$ cat config.mk
export PLATFORM = sky130hd
export DESIGN_NAME = ebpfm_port
export DESIGN_NICKNAME = d
export VERILOG_FILES = /design/src/verilog/ebpfm_pkg.sv /design/src/verilog/ebpfm_port.sv
export VERILOG_INCLUDE_DIRS = /design/src /design/src/verilog
export SDC_FILE = /design/constraint.sdc
export NUM_CORES = 1
export LEC_CHECK = 0
export CAP_MARGIN = 10
export CORE_ASPECT_RATIO = 0.9
export CORE_UTILIZATION = 55
export CTS_CLUSTER_SIZE = 12
export DETAILED_ROUTE_END_ITERATION = 10
export DONT_BUFFER_PORTS = 1
export PLACE_DENSITY = 0.7
export SETUP_SLACK_MARGIN = 0.3
export SYNTH_ARGS = -nofsm -noshare
export SYNTH_HDL_FRONTEND = slang
export SYNTH_SLANG_ARGS = --single-unit
$ cat constraint.sdc
create_clock -name clk_sys -period 2.6 [get_ports clk_sys]
set_clock_uncertainty 0.05 [all_clocks]
set_input_delay 0.52 -clock clk_sys [delete_from_list [all_inputs] [get_ports clk_sys]]
set_output_delay 0.52 -clock clk_sys [all_outputs]
set_load 0.1 [all_outputs]
$ cat src/verilog/ebpfm_defines.svh
`ifndef EBPFM_DEFINES_SVH
`define EBPFM_DEFINES_SVH
// ==========================================================
// register offsets
`define EBPFM_OFS_LATCH 16'hFE44
`define EBPFM_OFS_DIR 16'hFE45
`define EBPFM_OFS_FUNC 16'hFE46
// ==========================================================
// reset values
`define EBPFM_RST_LATCH 8'h00
`define EBPFM_RST_DIR 8'h00
`define EBPFM_RST_FUNC 8'h00
// ==========================================================
// field positions of the muxed pins
`define EBPFM_BIT_TIMER_PULSE_HIGH_OUT 7
`define EBPFM_BIT_TIMER_PULSE_LOW_OUT 6
`define EBPFM_BIT_SCK1 5
`define EBPFM_BIT_SO1A 4
`define EBPFM_BIT_SO1B 3
`define EBPFM_BIT_SCK0 2
`define EBPFM_BIT_SO0A 1
`define EBPFM_BIT_SO0B 0
`define EBPFM_BIT_SI1 4
`define EBPFM_BIT_SI0 1
`endif

$ cat src/verilog/ebpfm_pkg.sv
`default_nettype none
// ==========================================================
// shared types
package ebpfm_pkg;
  // on-chip sources that may be routed onto the pins
  typedef struct packed {
    logic pwm_high;
    logic pwm_low;
    logic buzzer;
    logic ser0_clk;
    logic ser0_data;
    logic ser1_clk;
    logic ser1_data;
  } ebpfm_func_src_t;
  // per-pin drive: output enable, output level, pull-up enable
  typedef struct packed {
    logic [7:0] oe;
    logic [7:0] out;
    logic [7:0] pu;
  } ebpfm_pin_drv_t;
  // standby state of the port
  typedef enum logic {EBPFM_RUN, EBPFM_HOLD} ebpfm_mode_t;
endpackage : ebpfm_pkg
`default_nettype wire

$ cat src/verilog/ebpfm_port.sv
// How it works
// - a plain read of the latch address returns the pin levels, not the latch.
// - a read-modify-write read of the latch address returns the stored latch value.
// - pin levels are readable whatever the direction of each pin.
// - a direction bit of 1 makes its pin an output and 0 makes it an input.
// - the pull-up is on only when direction is 0 and latch is 1, else off.
// - an output from the latch drives low for 0 and high or released for 1.
// - bit 7 in function mode drives latch xor (pwm high and buzzer).
// - bit 6 in function mode drives pwm low xor latch.
// - bit 5 in function mode drives second serial clock or latch.
// - bits 4 and 3 in function mode drive second serial data or latch.
// - bit 2 in function mode drives first serial clock or latch.
// - bits 1 and 0 in function mode drive first serial data or latch.
// - the second serial unit receives from the bit 4 pin while it runs.
// - the first serial unit receives from the bit 1 pin while it runs.
// - open-drain pins show a high level as a released pin.
// - in standby every pin holds its state from standby entry.
//
// Decided for this implementation: the strobed register port.
`timescale 1ns/1ps
`default_nettype none
`include "ebpfm_defines.svh"
module ebpfm_port
  import ebpfm_pkg::*;
#(
  parameter logic [7:0] OPEN_DRAIN = 8'h00
) (
  // clock and reset
  input wire logic clk_sys,
  input wire logic rst_b,
  // register port
  input wire logic [15:0] reg_addr,
  input wire logic [7:0] reg_wdata,
  input wire logic reg_wr,
  input wire logic reg_rd,
  input wire logic reg_rmw,
  output logic [7:0] reg_rdata,
  // standby request
  input wire logic standby,
  // on-chip function sources
  input wire ebpfm_func_src_t func_src,
  input wire logic ser0_active,
  input wire logic ser1_active,
  output logic ser0_rx,
  output logic ser1_rx,
  // pins
  input wire logic [7:0] pin_i,
  output logic [7:0] pin_o,
  output logic [7:0] pin_oe,
  output logic [7:0] pin_pu
);
  // ========================================================
  // registers
  logic [7:0] latch_q, latch_d;
  logic [7:0] dir_q, dir_d;
  logic [7:0] func_q, func_d;
  logic [7:0] rdata_d;
  ebpfm_pin_drv_t drv_q, drv_d, drv_calc;
  ebpfm_mode_t mode_q, mode_d;
  logic [7:0] fval;

  // address decode
  function automatic logic hit(input logic [15:0] a, input logic [15:0] ofs);
    hit = (a == ofs);
  endfunction : hit

  wire logic hit_latch = hit(reg_addr, `EBPFM_OFS_LATCH);
  wire logic hit_dir = hit(reg_addr, `EBPFM_OFS_DIR);
  wire logic hit_func = hit(reg_addr, `EBPFM_OFS_FUNC);

  // register writes
  assign latch_d = (reg_wr && hit_latch) ? reg_wdata : latch_q;
  assign dir_d = (reg_wr && hit_dir) ? reg_wdata : dir_q;
  assign func_d = (reg_wr && hit_func) ? reg_wdata : func_q;

  // read mux: pins on plain read, latch on rmw read
  // rmw reads must see the latch, or a bit set on an input pin
  // would be written back with whatever level the line shows
  // idle cycles return zero so a stale value never lingers
  wire logic [7:0] latch_view = reg_rmw ? latch_q : pin_i;
  assign rdata_d = !reg_rd ? 8'h00 :
                   hit_latch ? latch_view :
                   hit_dir ? dir_q :
                   hit_func ? func_q : 8'h00;

  // ========================================================
  // function mux values per bit
  wire logic pwm_mix = func_src.pwm_high & func_src.buzzer;
  assign fval[`EBPFM_BIT_TIMER_PULSE_HIGH_OUT] = latch_q[`EBPFM_BIT_TIMER_PULSE_HIGH_OUT] ^ pwm_mix;
  assign fval[`EBPFM_BIT_TIMER_PULSE_LOW_OUT] = func_src.pwm_low ^ latch_q[`EBPFM_BIT_TIMER_PULSE_LOW_OUT];
  assign fval[`EBPFM_BIT_SCK1] = func_src.ser1_clk | latch_q[`EBPFM_BIT_SCK1];
  assign fval[`EBPFM_BIT_SO1A] = func_src.ser1_data | latch_q[`EBPFM_BIT_SO1A];
  assign fval[`EBPFM_BIT_SO1B] = func_src.ser1_data | latch_q[`EBPFM_BIT_SO1B];
  assign fval[`EBPFM_BIT_SCK0] = func_src.ser0_clk | latch_q[`EBPFM_BIT_SCK0];
  assign fval[`EBPFM_BIT_SO0A] = func_src.ser0_data | latch_q[`EBPFM_BIT_SO0A];
  assign fval[`EBPFM_BIT_SO0B] = func_src.ser0_data | latch_q[`EBPFM_BIT_SO0B];

  // per-pin drive calculation
  genvar g;
  generate
    for (g = 0; g < 8; g++) begin : g_pin
      // level wanted on an output pin; function bit ignored for inputs
      wire logic lvl = func_q[g] ? fval[g] : latch_q[g];
      // open drain releases on high
      assign drv_calc.oe[g] = dir_q[g] & ~(OPEN_DRAIN[g] & lvl);
      assign drv_calc.out[g] = dir_q[g] & lvl;
      assign drv_calc.pu[g] = ~dir_q[g] & latch_q[g];
    end
  endgenerate

  // standby holds the pins frozen
  // registers still accept writes; only the pin drive is held
  assign mode_d = standby ? EBPFM_HOLD : EBPFM_RUN;
  assign drv_d = standby ? drv_q : drv_calc;

  // ========================================================
  // state flops
  always_ff @(posedge clk_sys) begin
    if (!rst_b) begin
      latch_q <= `EBPFM_RST_LATCH;
      dir_q <= `EBPFM_RST_DIR;
      func_q <= `EBPFM_RST_FUNC;
      reg_rdata <= 8'h00;
      drv_q <= '0;
      mode_q <= EBPFM_RUN;
    end else begin
      latch_q <= latch_d;
      dir_q <= dir_d;
      func_q <= func_d;
      reg_rdata <= rdata_d;
      drv_q <= drv_d;
      mode_q <= mode_d;
    end
  end

  // serial receive path, taken from the pin in any direction
  always_ff @(posedge clk_sys) begin
    if (!rst_b) begin
      ser0_rx <= 1'b0;
      ser1_rx <= 1'b0;
    end else begin
      ser1_rx <= ser1_active ? pin_i[`EBPFM_BIT_SI1] : 1'b0;
      ser0_rx <= ser0_active ? pin_i[`EBPFM_BIT_SI0] : 1'b0;
    end
  end

  // pin outputs straight from flops
  assign pin_o = drv_q.out;
  assign pin_oe = drv_q.oe;
  assign pin_pu = drv_q.pu;

  // ========================================================
  // assertions
  a_plain_read_pins: assert property (@(posedge clk_sys) disable iff (!rst_b)
    reg_rd && hit_latch && !reg_rmw |=> reg_rdata == $past(pin_i))
    else $error("plain latch read did not return pins");
  a_rmw_read_latch: assert property (@(posedge clk_sys) disable iff (!rst_b)
    reg_rd && hit_latch && reg_rmw |=> reg_rdata == $past(latch_q))
    else $error("rmw read did not return latch");
  a_read_any_dir: assert property (@(posedge clk_sys) disable iff (!rst_b)
    reg_rd && hit_latch && !reg_rmw && dir_q == 8'hFF |=> reg_rdata == $past(pin_i))
    else $error("pins not readable as outputs");
  a_input_no_drive: assert property (@(posedge clk_sys) disable iff (!rst_b)
    !standby && !$past(standby) && $past(dir_q) == 8'h00 |-> pin_oe == 8'h00)
    else $error("input pin driven");
  a_pullup_rule: assert property (@(posedge clk_sys) disable iff (!rst_b)
    !standby |=> pin_pu == ($past(~dir_q & latch_q)))
    else $error("pull-up wrong");
  a_low_drive: assert property (@(posedge clk_sys) disable iff (!rst_b)
    !standby && dir_q[0] && !func_q[0] && !latch_q[0] |=> pin_oe[0] && !pin_o[0])
    else $error("output low not driven");
  a_pwm_high_mux: assert property (@(posedge clk_sys) disable iff (!rst_b)
    !standby && dir_q[7] && func_q[7] |=>
      pin_o[7] == $past(latch_q[7] ^ (func_src.pwm_high & func_src.buzzer)))
    else $error("bit 7 mux wrong");
  a_pwm_low_mux: assert property (@(posedge clk_sys) disable iff (!rst_b)
    !standby && dir_q[6] && func_q[6] |=>
      pin_o[6] == $past(func_src.pwm_low ^ latch_q[6]))
    else $error("bit 6 mux wrong");
  a_ser1_clk_mux: assert property (@(posedge clk_sys) disable iff (!rst_b)
    !standby && dir_q[5] && func_q[5] |=>
      pin_o[5] == $past(func_src.ser1_clk | latch_q[5]))
    else $error("bit 5 mux wrong");
  a_ser1_data_mux: assert property (@(posedge clk_sys) disable iff (!rst_b)
    !standby && dir_q[4] && func_q[4] |=>
      pin_o[4] == $past(func_src.ser1_data | latch_q[4]))
    else $error("bit 4 mux wrong");
  a_ser0_clk_mux: assert property (@(posedge clk_sys) disable iff (!rst_b)
    !standby && dir_q[2] && func_q[2] |=>
      pin_o[2] == $past(func_src.ser0_clk | latch_q[2]))
    else $error("bit 2 mux wrong");
  a_ser0_data_mux: assert property (@(posedge clk_sys) disable iff (!rst_b)
    !standby && dir_q[0] && func_q[0] |=>
      pin_o[0] == $past(func_src.ser0_data | latch_q[0]))
    else $error("bit 0 mux wrong");
  a_ser1_rx_path: assert property (@(posedge clk_sys) disable iff (!rst_b)
    ser1_active |=> ser1_rx == $past(pin_i[4]))
    else $error("second serial rx wrong");
  a_ser0_rx_path: assert property (@(posedge clk_sys) disable iff (!rst_b)
    ser0_active |=> ser0_rx == $past(pin_i[1]))
    else $error("first serial rx wrong");
  a_od_release: assert property (@(posedge clk_sys) disable iff (!rst_b)
    (pin_o & OPEN_DRAIN & pin_oe) == 8'h00)
    else $error("open drain drove high");
  a_standby_hold: assert property (@(posedge clk_sys) disable iff (!rst_b)
    standby |=> $stable(pin_o) && $stable(pin_oe) && $stable(pin_pu))
    else $error("pins moved in standby");
  a_func_ignored_in: assert property (@(posedge clk_sys) disable iff (!rst_b)
    !standby && !dir_q[7] |=> !pin_oe[7] && pin_pu[7] == $past(latch_q[7]))
    else $error("function bit affected input");
  // ========================================================
  // assertions on the second pins of shared functions and on bit 0 driving high
  a_ser1_data_b3: assert property (@(posedge clk_sys) disable iff (!rst_b)
    !standby && dir_q[3] && func_q[3] |=>
      pin_o[3] == $past(func_src.ser1_data | latch_q[3]))
    else $error("bit 3 mux wrong");
  a_ser0_data_b1: assert property (@(posedge clk_sys) disable iff (!rst_b)
    !standby && dir_q[1] && func_q[1] |=>
      pin_o[1] == $past(func_src.ser0_data | latch_q[1]))
    else $error("bit 1 mux wrong");
  a_high_drive: assert property (@(posedge clk_sys) disable iff (!rst_b)
    !standby && dir_q[0] && !func_q[0] && latch_q[0] |=> pin_o[0])
    else $error("output high not driven");

  // ========================================================
  // assertions on drive, pull-up, output type and the recorded standby state
  a_pp_drive: assert property (@(posedge clk_sys) disable iff (!rst_b)
    !standby |=> (pin_oe & ~OPEN_DRAIN) == ($past(dir_q) & ~OPEN_DRAIN))
    else $error("push-pull output not enabled");
  a_input_out_low: assert property (@(posedge clk_sys) disable iff (!rst_b)
    !standby |=> (pin_o & ~$past(dir_q)) == 8'h00)
    else $error("input pin shows a level");
  a_pu_off_out: assert property (@(posedge clk_sys) disable iff (!rst_b)
    !standby |=> (pin_pu & $past(dir_q)) == 8'h00)
    else $error("pull-up on an output");
  a_reset_clear: assert property (@(posedge clk_sys)
    !rst_b |=> pin_oe == 8'h00 && pin_o == 8'h00 && pin_pu == 8'h00)
    else $error("pins not cleared by reset");
  a_mode_tracks: assert property (@(posedge clk_sys) disable iff (!rst_b)
    standby |=> mode_q == EBPFM_HOLD)
    else $error("standby state not recorded");

  // ========================================================
  // assertions on the register port
  a_rdata_idle: assert property (@(posedge clk_sys) disable iff (!rst_b)
    !reg_rd |=> reg_rdata == 8'h00)
    else $error("read data without a read");
  a_dir_read: assert property (@(posedge clk_sys) disable iff (!rst_b)
    reg_rd && hit_dir |=> reg_rdata == $past(dir_q))
    else $error("direction read wrong");
  a_func_read: assert property (@(posedge clk_sys) disable iff (!rst_b)
    reg_rd && hit_func |=> reg_rdata == $past(func_q))
    else $error("function read wrong");
  a_latch_write: assert property (@(posedge clk_sys) disable iff (!rst_b)
    reg_wr && hit_latch |=> latch_q == $past(reg_wdata))
    else $error("latch write lost");
  a_dir_write: assert property (@(posedge clk_sys) disable iff (!rst_b)
    reg_wr && hit_dir |=> dir_q == $past(reg_wdata))
    else $error("direction write lost");
  a_func_write: assert property (@(posedge clk_sys) disable iff (!rst_b)
    reg_wr && hit_func |=> func_q == $past(reg_wdata))
    else $error("function write lost");
  a_latch_hold: assert property (@(posedge clk_sys) disable iff (!rst_b)
    !(reg_wr && hit_latch) |=> $stable(latch_q))
    else $error("latch changed without write");
  a_dir_hold: assert property (@(posedge clk_sys) disable iff (!rst_b)
    !(reg_wr && hit_dir) |=> $stable(dir_q))
    else $error("direction changed without write");
  a_func_hold: assert property (@(posedge clk_sys) disable iff (!rst_b)
    !(reg_wr && hit_func) |=> $stable(func_q))
    else $error("function changed without write");

  // ========================================================
  // assertions on the receive paths when idle
  a_rx0_idle: assert property (@(posedge clk_sys) disable iff (!rst_b)
    !ser0_active |=> !ser0_rx)
    else $error("first serial rx not idle");
  a_rx1_idle: assert property (@(posedge clk_sys) disable iff (!rst_b)
    !ser1_active |=> !ser1_rx)
    else $error("second serial rx not idle");

  // per-pin check that inputs ignore the function bit
  generate
    for (g = 0; g < 8; g++) begin : g_chk
      a_func_ignored_bit: assert property (@(posedge clk_sys) disable iff (!rst_b)
        !standby && !dir_q[g] |=> !pin_oe[g] && pin_pu[g] == $past(latch_q[g]))
        else $error("function bit affected an input pin");
    end
  endgenerate

  // ========================================================
  // cover points for the main scenarios
  c_plain_read: cover property (@(posedge clk_sys) reg_rd && hit_latch && !reg_rmw);
  c_od_release: cover property (@(posedge clk_sys) (pin_o & OPEN_DRAIN & ~pin_oe) != 8'h00);
  c_rmw_read: cover property (@(posedge clk_sys) reg_rd && hit_latch && reg_rmw);
  c_func_out: cover property (@(posedge clk_sys) dir_q[7] && func_q[7]);
  c_standby: cover property (@(posedge clk_sys) standby ##1 !standby);
endmodule : ebpfm_port
`default_nettype wire

# Yosys cells after proc, flatten, opt, wreduce, memory -nomap -nowiden
# Index checks and enable logic that the tools add are counted.
# totals
reg_bits	58
input_bits	47
# op_classes
n_eq_ne	3
mux	12
bitwise_logic	33
reduce_logical	6
# op_table
cell	count
$eq 16x16->1 const B	3
$mux 8	4
$and 1x1->1	17
$mux 1	8
$not 1->1	8
$or 1x1->1	6
$reduce_and 2->1	3
$logic_and 1x1->1	3
$xor 1x1->1	2

# Longest topological paths before layout
# Gate-level depths: netlist of run 1.
# logic_depth
ltp_word	4
depth_mapped	5
ltp_nobuf	4

# Worst setup path after synthesis of run 1
# OpenSTA, ideal clock, no wires.
# synth_timing
kind	input -> register
from	input reg_addr[7]
to	register func_q[0]
arrival_time_ns	2.002
setup_slack_ns	0.477
path_stages	5
n_path_buf	1
path_cell_list	or4b_4 nor4_4 and3_1 buf_6 mux2i_1
# synth_via
elab_chain_len	2
# synth_lines
item	line_no	rtl
start, declared	ebpfm_port.sv:32	input wire logic [15:0] reg_addr,
$eq 16x16->1	ebpfm_port.sv:64	hit = (a == ofs);
$logic_and 1x1->1	ebpfm_port.sv:74	assign func_d = (reg_wr && hit_func) ? reg_wdata : func_q;
end signal, assigned	ebpfm_port.sv:122	func_q <= `EBPFM_RST_FUNC;
end signal, assigned	ebpfm_port.sv:129	func_q <= func_d;
end, declared	ebpfm_port.sv:56	logic [7:0] func_q, func_d;
# No other way between the ends.
# A chain may end at the register's enable or synchronous reset.

# Worst setup path in the final report of run 1
# layout_timing
from	input reg_addr[5]
to	register latch_q[7]
# layout_via
elab_chain_len	2
# layout_lines
item	line_no	rtl
$eq 16x16->1	ebpfm_port.sv:64	
$logic_and 1x1->1	ebpfm_port.sv:72	assign latch_d = (reg_wr && hit_latch) ? reg_wdata : latch_q;
end signal, assigned	ebpfm_port.sv:120	latch_q <= `EBPFM_RST_LATCH;
end signal, assigned	ebpfm_port.sv:127	latch_q <= latch_d;
end, declared	ebpfm_port.sv:54	logic [7:0] latch_q, latch_d;
# No other way between the ends.

==> impl_metrics.py, run 1 <==
metrics = {
    "floorplanning": {
        "dieWidth_um": 72.0,
        "row_count": 22,
        "core_area_mm2": 0.00416,
        "pin_count": 81,
        "die_h_um": 65.0,
        "fp.dieArea_mm2": 0.00468,
        "start_util_pct": 58.4,
    },
    "worst_setup_path": {
        "path_max_fanout": 6,
        "reg2reg_depth": 4,
        "cp-start-kind": "input port",
        "cpMaxStageDelayCell": "or4bb_1",
        "r2r-start": "func_q[7]",
        "regToRegSetupSlack_ns": 1.58,
        "cp.required_ns": 2.77,
        "crit_chain": "or4bb_1 -> nor4_1 -> nand2b_1 -> buf_4 -> mux2i_1",
        "slowest_delay_ns": 0.62,
        "crit_path_start": "reg_addr[5]",
        "cp_top_family": "simple AND/OR/NAND/NOR gates",
        "crit_end": "latch_q[7]",
        "r2r_end": "pin_o[7]",
        "path_class": "in2reg",
        "crit_arrival_ns": 2.14,
        "path_buf_inv": 1,
        "crit_cells": 5,
        "cp-end-kind": "flop",
    },
    "power": {
        "vdd_drop_max_v": 0.000388,
        "p_leak_nw": 1.18,
        "power_density_mw_per_mm2": 568,
    },
    "cts": {
        "numClockSinks": 58,
        "clk_pin_slew_ns": 0.06,
        "clock_path_buffers": 2,
        "hold_buffers": 0,
        "clock-root-buffer": "clkbuf_8",
        "tritoncts": "yes",
        "postCtsSetupRepairBufs": 0,
        "cts_resized": 0,
        "clk_latency_ns": 0.34,
        "cts_htree_levels": 3,
        "numCtsBuffers": 9,
    },
    "final_layout": {
        "n_antenna_cell": 0,
        "syn_to_final_growth_pct": 18.4,
        "layout.nets": 338,
        "layout_commonest_cell": "dfxtp_1",
        "layout_common_cells": "dfxtp_1, nand2_1, buf_4",
        "drive_gt1_share_pct": 18.1,
        "n_fill_cell": 352,
        "final_area_mm2": 0.00287,
    },
    "timing": {
        "max_slew_margin_pct": 65.8,
        "setup_tns_ns": 0,
        "finalSetupViolations": 0,
        "tightestPinTransition_ns": 0.509,
        "period_share_pct": 75.7,
        "hold_viol_final": 0,
        "rsz0062_at_grt": "no",
        "clock.fmax_mhz": 508,
        "min_period_ns": 1.97,
        "finalMaxSlewViolations": 0,
    },
    "flow_run": {
        "drv_cap": 0,
    },
    "routing": {
        "ant_nets": 0,
        "drt_drc_violations_left": 0,
        "drt_iter0_markers": 126,
        "wl_per_cell_um": 16.0,
        "first_pass_iters": 4,
        "routed_wl_um": 5660,
        "vias": 1980,
        "viasPerCell": 5.61,
    },
    "placement": {
        "dp_hpwl_um": 3840,
        "place.gp.congestion": 0.753,
        "io_buffers": 0,
        "dpl_cell_area_mm2": 0.00271,
    },
    "synth": {
        "ys.flop_type": "dfxtp_1",
        "synth_seq_area_share_pct": 47.9,
        "yosysUniqueCellTypes": 30,
        "avgSynthCellArea_um2": 9.44,
        "syn_area_mm2": 0.00243,
        "synthArstFlopShare_pct": 0,
        "synth_top_cell_area_share_pct": 47.9,
        "ys_warn_count": 0,
        "synth_nets": 304,
        "synthCells": 257,
        "ys_ff_latch": 58,
        "synth-edff-count": 0,
        "ys_top_cells_by_area": "dfxtp_1, mux2i_1, nand2_1",
        "yosysTopAreaCell": "dfxtp_1",
    },
    "global_routing": {
        "grt-ovfl-total": 0,
        "grt_pass1_vias": 1887,
        "grt_usage_pct": 26.3,
        "antenna_found_initial": 0,
        "grt_pass1_wl_um": 8950,
        "grt_max_degree": 60,
    },
    "hold_path": {
        "hp-class": "in2reg",
    },
    "outcome": {
        "status": "complete, no violations",
    },
}
power breakdown:
group	switching [mW]	leakage (nW)	total [mW]	internal, mW
Clock	0.315	0.0815	0.697	0.382
Combinational	0.0249	0.634	0.0436	0.0187
Sequential	0.000309	0.467	0.890	0.890
worst min-delay path by stage:
| stage | start | to | slack (ns) | cells after the start |
|---|---|---|---|---|
| 4_1_cts | rst_b | pin_o[5] | 0.24 | 1 |
| 6_report | rst_b | pin_o[5] | 0.26 | 1 |
| 5_1_grt | rst_b | pin_o[4] | 0.25 | 1 |
| 3_5_place_dp | pin_oe[3] | pin_oe[3] | 0.42 | 2 |
| 3_3_place_gp | pin_oe[3] | pin_oe[3] | 0.41 | 2 |
| 2_1_floorplan | func_q[7] | func_q[7] | 0.39 | 2 |
area by class of cell:
cell class / instances / area, um^2 / share of cell area [%]
clock buffers: 13 / 159 / 5.53
flip-flops and latches: 58 / 1160 / 40.4
well taps: 60 / 75.1 / 2.61
multi-input cells: 184 / 1200 / 41.6
repair buffers: 37 / 278 / 9.67
inverters: 1 / 3.75 / 0.131
cell usage after synthesis (3+ instances only):
library cell	n
dfxtp_1	58
nand2b_1	7
and2_1	6
nor2b_1	12
clkbuf_1	9
a221oi_1	8
nor3b_1	8
a21boi_0	7
nand2_1	55
a21oi_1	15
o21ai_0	14
and3_1	3
mux2i_1	33
per-stage QoR:
| step | cells | util, % | setup WS [ns] | power, mW | hold WS [ns] |
|---|---|---|---|---|---|
| finish | 353 | 69.1 | 0.633 | 1.63 | 0.260 |
| global route | 353 | 69.1 | 0.479 | 1.70 | 0.250 |
| CTS | 353 | 69.1 | 0.654 | 1.65 | 0.243 |
| detailed placement | 340 | 65.3 | 0.313 | 0.953 | 0.415 |
| global placement | 340 | 65.3 | 0.361 | 0.952 | 0.411 |
| floorplan | 257 | - | 0.477 | 0.965 | 0.395 |
worst reg2reg max path, cell delays in order (launching register included):
cell	delay (ns)
dfxtp_1	0.36
nand3_1	0.10
xnor2_1	0.18
nand3b_1	0.09
a21boi_0	0.16
routing by layer:
metal  global-route usage (%)  vias to the layer above  share of wire [%]
met5                        0                        -                  0
met4                     9.80                        0               0.87
met3                     13.2                        8                9.2
met2                     42.6                       81                 49
met1                     29.7                      930                 41
li1                         -                      961                  -
logic make-up (layout without fill, tap and decap cells):
group           after synthesis  after routing  synth area share [%]
compound gates               45             45                  11.3
xor+xnor                      2              2                 0.722
buf+inv                      15             51                  2.84
flops                        58             58                  47.9
mux                          33             33                  13.6
simple gates                104            104                  23.6
registers in the layout, indices dropped and copies added, names as in the netlist:
name	cells
ser0_rx	1
dir_q	8
pin_pu	8
latch_q	8
reg_rdata	8
pin_o	8
func_q	8
pin_oe	8
ser1_rx	1
Note: power is estimated with default switching activity, not from simulation.
==> inputs of run 2 (changes only) <==
--- a/config.mk
+++ b/config.mk
@@ -6,6 +6,7 @@
 export SDC_FILE = /design/constraint.sdc
 export NUM_CORES = 1
 export LEC_CHECK = 0
+export ABC_AREA = 1
 export CAP_MARGIN = 10
 export CORE_ASPECT_RATIO = 0.9
 export CORE_UTILIZATION = 55
==> constraint.sdc (replaced) <==
create_clock -name clk_sys -period 1.85 [get_ports clk_sys]
set_clock_uncertainty 0.05 [all_clocks]
set_input_delay 0.37 -clock clk_sys [delete_from_list [all_inputs] [get_ports clk_sys]]
set_output_delay 0.37 -clock clk_sys [all_outputs]
set_load 0.1 [all_outputs]
==> impl_metrics.py, run 2 <==
metrics = {
    "hold_path": {
        "min_from": "pin_i[1]",
        "hp-class": "in2reg",
    },
    "floorplanning": {
        "fp.dieArea_mm2": 0.00497,
        "pin_count": 81,
        "dieWidth_um": 74.2,
        "die_h_um": 67.0,
        "row_count": 23,
        "start_util_pct": 57.5,
        "core_area_mm2": 0.00449,
    },
    "routing": {
        "drt_iter0_markers": 123,
        "drt_drc_violations_left": 0,
        "routed_wl_um": 6310,
        "viasPerCell": 5.36,
        "wl_per_cell_um": 14.0,
        "first_pass_iters": 4,
        "ant_nets": 0,
        "vias": 2411,
    },
    "worst_setup_path": {
        "path_max_fanout": 2,
        "crit_cells": 1,
        "r2r-start": "latch_q[6]",
        "r2r_end": "reg_rdata[6]",
        "cp-end-kind": "output port",
        "crit_path_start": "pin_pu[7]",
        "crit_arrival_ns": 0.97,
        "cp_top_family": "flip-flops",
        "reg2reg_depth": 5,
        "crit_chain": "buf_4",
        "cpMaxStageDelayCell": "dfxtp_1",
        "path_buf_inv": 1,
        "cp-start-kind": "flop",
        "cp.required_ns": 1.43,
        "slowest_delay_ns": 0.34,
        "regToRegSetupSlack_ns": 0.83,
        "path_class": "reg2out",
        "crit_end": "pin_pu[7]",
    },
    "cts": {
        "postCtsSetupRepairBufs": 0,
        "clk_latency_ns": 0.33,
        "numCtsBuffers": 9,
        "clk_pin_slew_ns": 0.06,
        "cts_htree_levels": 3,
        "clock-root-buffer": "clkbuf_8",
        "hold_buffers": 0,
        "cts_resized": 0,
        "clock_path_buffers": 2,
        "tritoncts": "yes",
        "numClockSinks": 58,
    },
    "final_layout": {
        "layout_commonest_cell": "nand2_1",
        "layout.nets": 431,
        "drive_gt1_share_pct": 17.8,
        "n_antenna_cell": 0,
        "fin_cells": 450,
        "layout_common_cells": "nand2_1, dfxtp_1, a21oi_1",
        "syn_to_final_growth_pct": 19.2,
    },
    "synth": {
        "synth_most_common_cell": "nand2_1",
        "synthArstFlopShare_pct": 0,
        "synth_nets": 397,
        "yosys-top-cells-count": "nand2_1, dfxtp_1, a21oi_1",
        "ys_ff_latch": 58,
        "ys_warn_count": 0,
        "ys.flop_type": "dfxtp_1",
        "ys_top_cells_by_area": "dfxtp_1, nand2_1, a21oi_1",
        "synth-edff-count": 0,
        "yosysTopAreaCell": "dfxtp_1",
        "synthCells": 350,
        "avgSynthCellArea_um2": 7.38,
        "synth_seq_area_share_pct": 45.0,
        "yosysUniqueCellTypes": 24,
        "synth_top_cell_area_share_pct": 45.0,
        "syn_area_mm2": 0.00258,
    },
    "timing": {
        "period_share_pct": 75.1,
        "rsz0062_at_grt": "no",
        "min_period_ns": 1.39,
        "max_slew_margin_pct": 72.5,
        "finalSetupViolations": 0,
        "tightestPinTransition_ns": 0.410,
        "clock.fmax_mhz": 719,
        "hold_viol_final": 0,
        "setup_tns_ns": 0,
        "finalMaxSlewViolations": 0,
    },
    "power": {
        "vdd_drop_max_v": 0.000937,
        "p_leak_nw": 1.27,
        "power_density_mw_per_mm2": 854,
    },
    "global_routing": {
        "grt_pass1_vias": 2117,
        "grt_pass1_wl_um": 9860,
        "antenna_found_initial": 0,
        "grt_usage_pct": 27.4,
        "grt-ovfl-total": 0,
        "grt_max_degree": 23,
    },
    "placement": {
        "dp_cells": 435,
        "dp_hpwl_um": 4450,
        "io_buffers": 0,
        "place.gp.congestion": 0.835,
    },
    "outcome": {
        "status": "complete, no violations",
    },
    "flow_run": {
        "drv_cap": 0,
    },
}
run 2: routing by layer:
metal / part of all wire (%) / GRT usage [%] / wire [um] / vias to the layer above
met5: 0 / 0 / 0 / -
met4: 2.2 / 11.1 / 138 / 0
met3: 8.2 / 10.6 / 516 / 16
met2: 47 / 43.9 / 2990 / 92
met1: 42 / 32.8 / 2660 / 1095
li1: - / - / - / 1208
run 2: through the flow:
| stage | hold WS (ns) | area (um^2) | setup WS, ns | util (%) | total power, mW |
|---|---|---|---|---|---|
| 6_report | 0.0976 | 3080 | 0.460 | 68.6 | 2.63 |
| 5_1_grt | 0.0922 | 3080 | 0.413 | 68.6 | 2.71 |
| 4_1_cts | 0.0898 | 3080 | 0.454 | 68.6 | 2.64 |
| 3_5_place_dp | 0.404 | 2880 | 0.251 | 64.0 | 1.47 |
| 3_3_place_gp | 0.400 | 2880 | 0.255 | 64.0 | 1.47 |
| 2_1_floorplan | 0.387 | 2580 | 0.480 | - | 1.45 |
run 2: final cells by class:
class,count,area [um^2]
Fill cell,402,1410
Multi-Input combinational cell,236,1180
Sequential cell,58,1160
Timing Repair Buffer,38,298
Clock buffer,13,169
Inverter,41,154
Tap cell,62,77.6
Clock inverter,2,35.0
run 2: cell families (layout without fill, tap and decap cells):
family	after synthesis	count (layout)	synth area share, %
DFF	58	58	45.0
muxes	5	5	2.18
and+or+nand+nor	155	155	27.8
xor gates and xnor gates	1	1	0.339
buffers and inverters	56	94	9.16
AOI/OAI and AO/OA	75	75	15.6
run 2: worst min-delay path by stage:
| stage | to | slack, ns | depth (start not counted) |
|---|---|---|---|
| finish | ser0_rx | 0.1 | 2 |
| floorplan | func_q[4] | 0.39 | 2 |
| detailed placement | pin_oe[4] | 0.40 | 2 |
| global route | ser0_rx | 0.09 | 2 |
| CTS | ser0_rx | 0.09 | 2 |
| global placement | func_q[2] | 0.40 | 2 |
run 2: report_power, final:
part           switching, mW  internal (mW)  leakage, nW
combinational          0.130         0.0470        0.698
sequential           0.00391           1.26        0.469
clock                  0.467          0.723        0.106
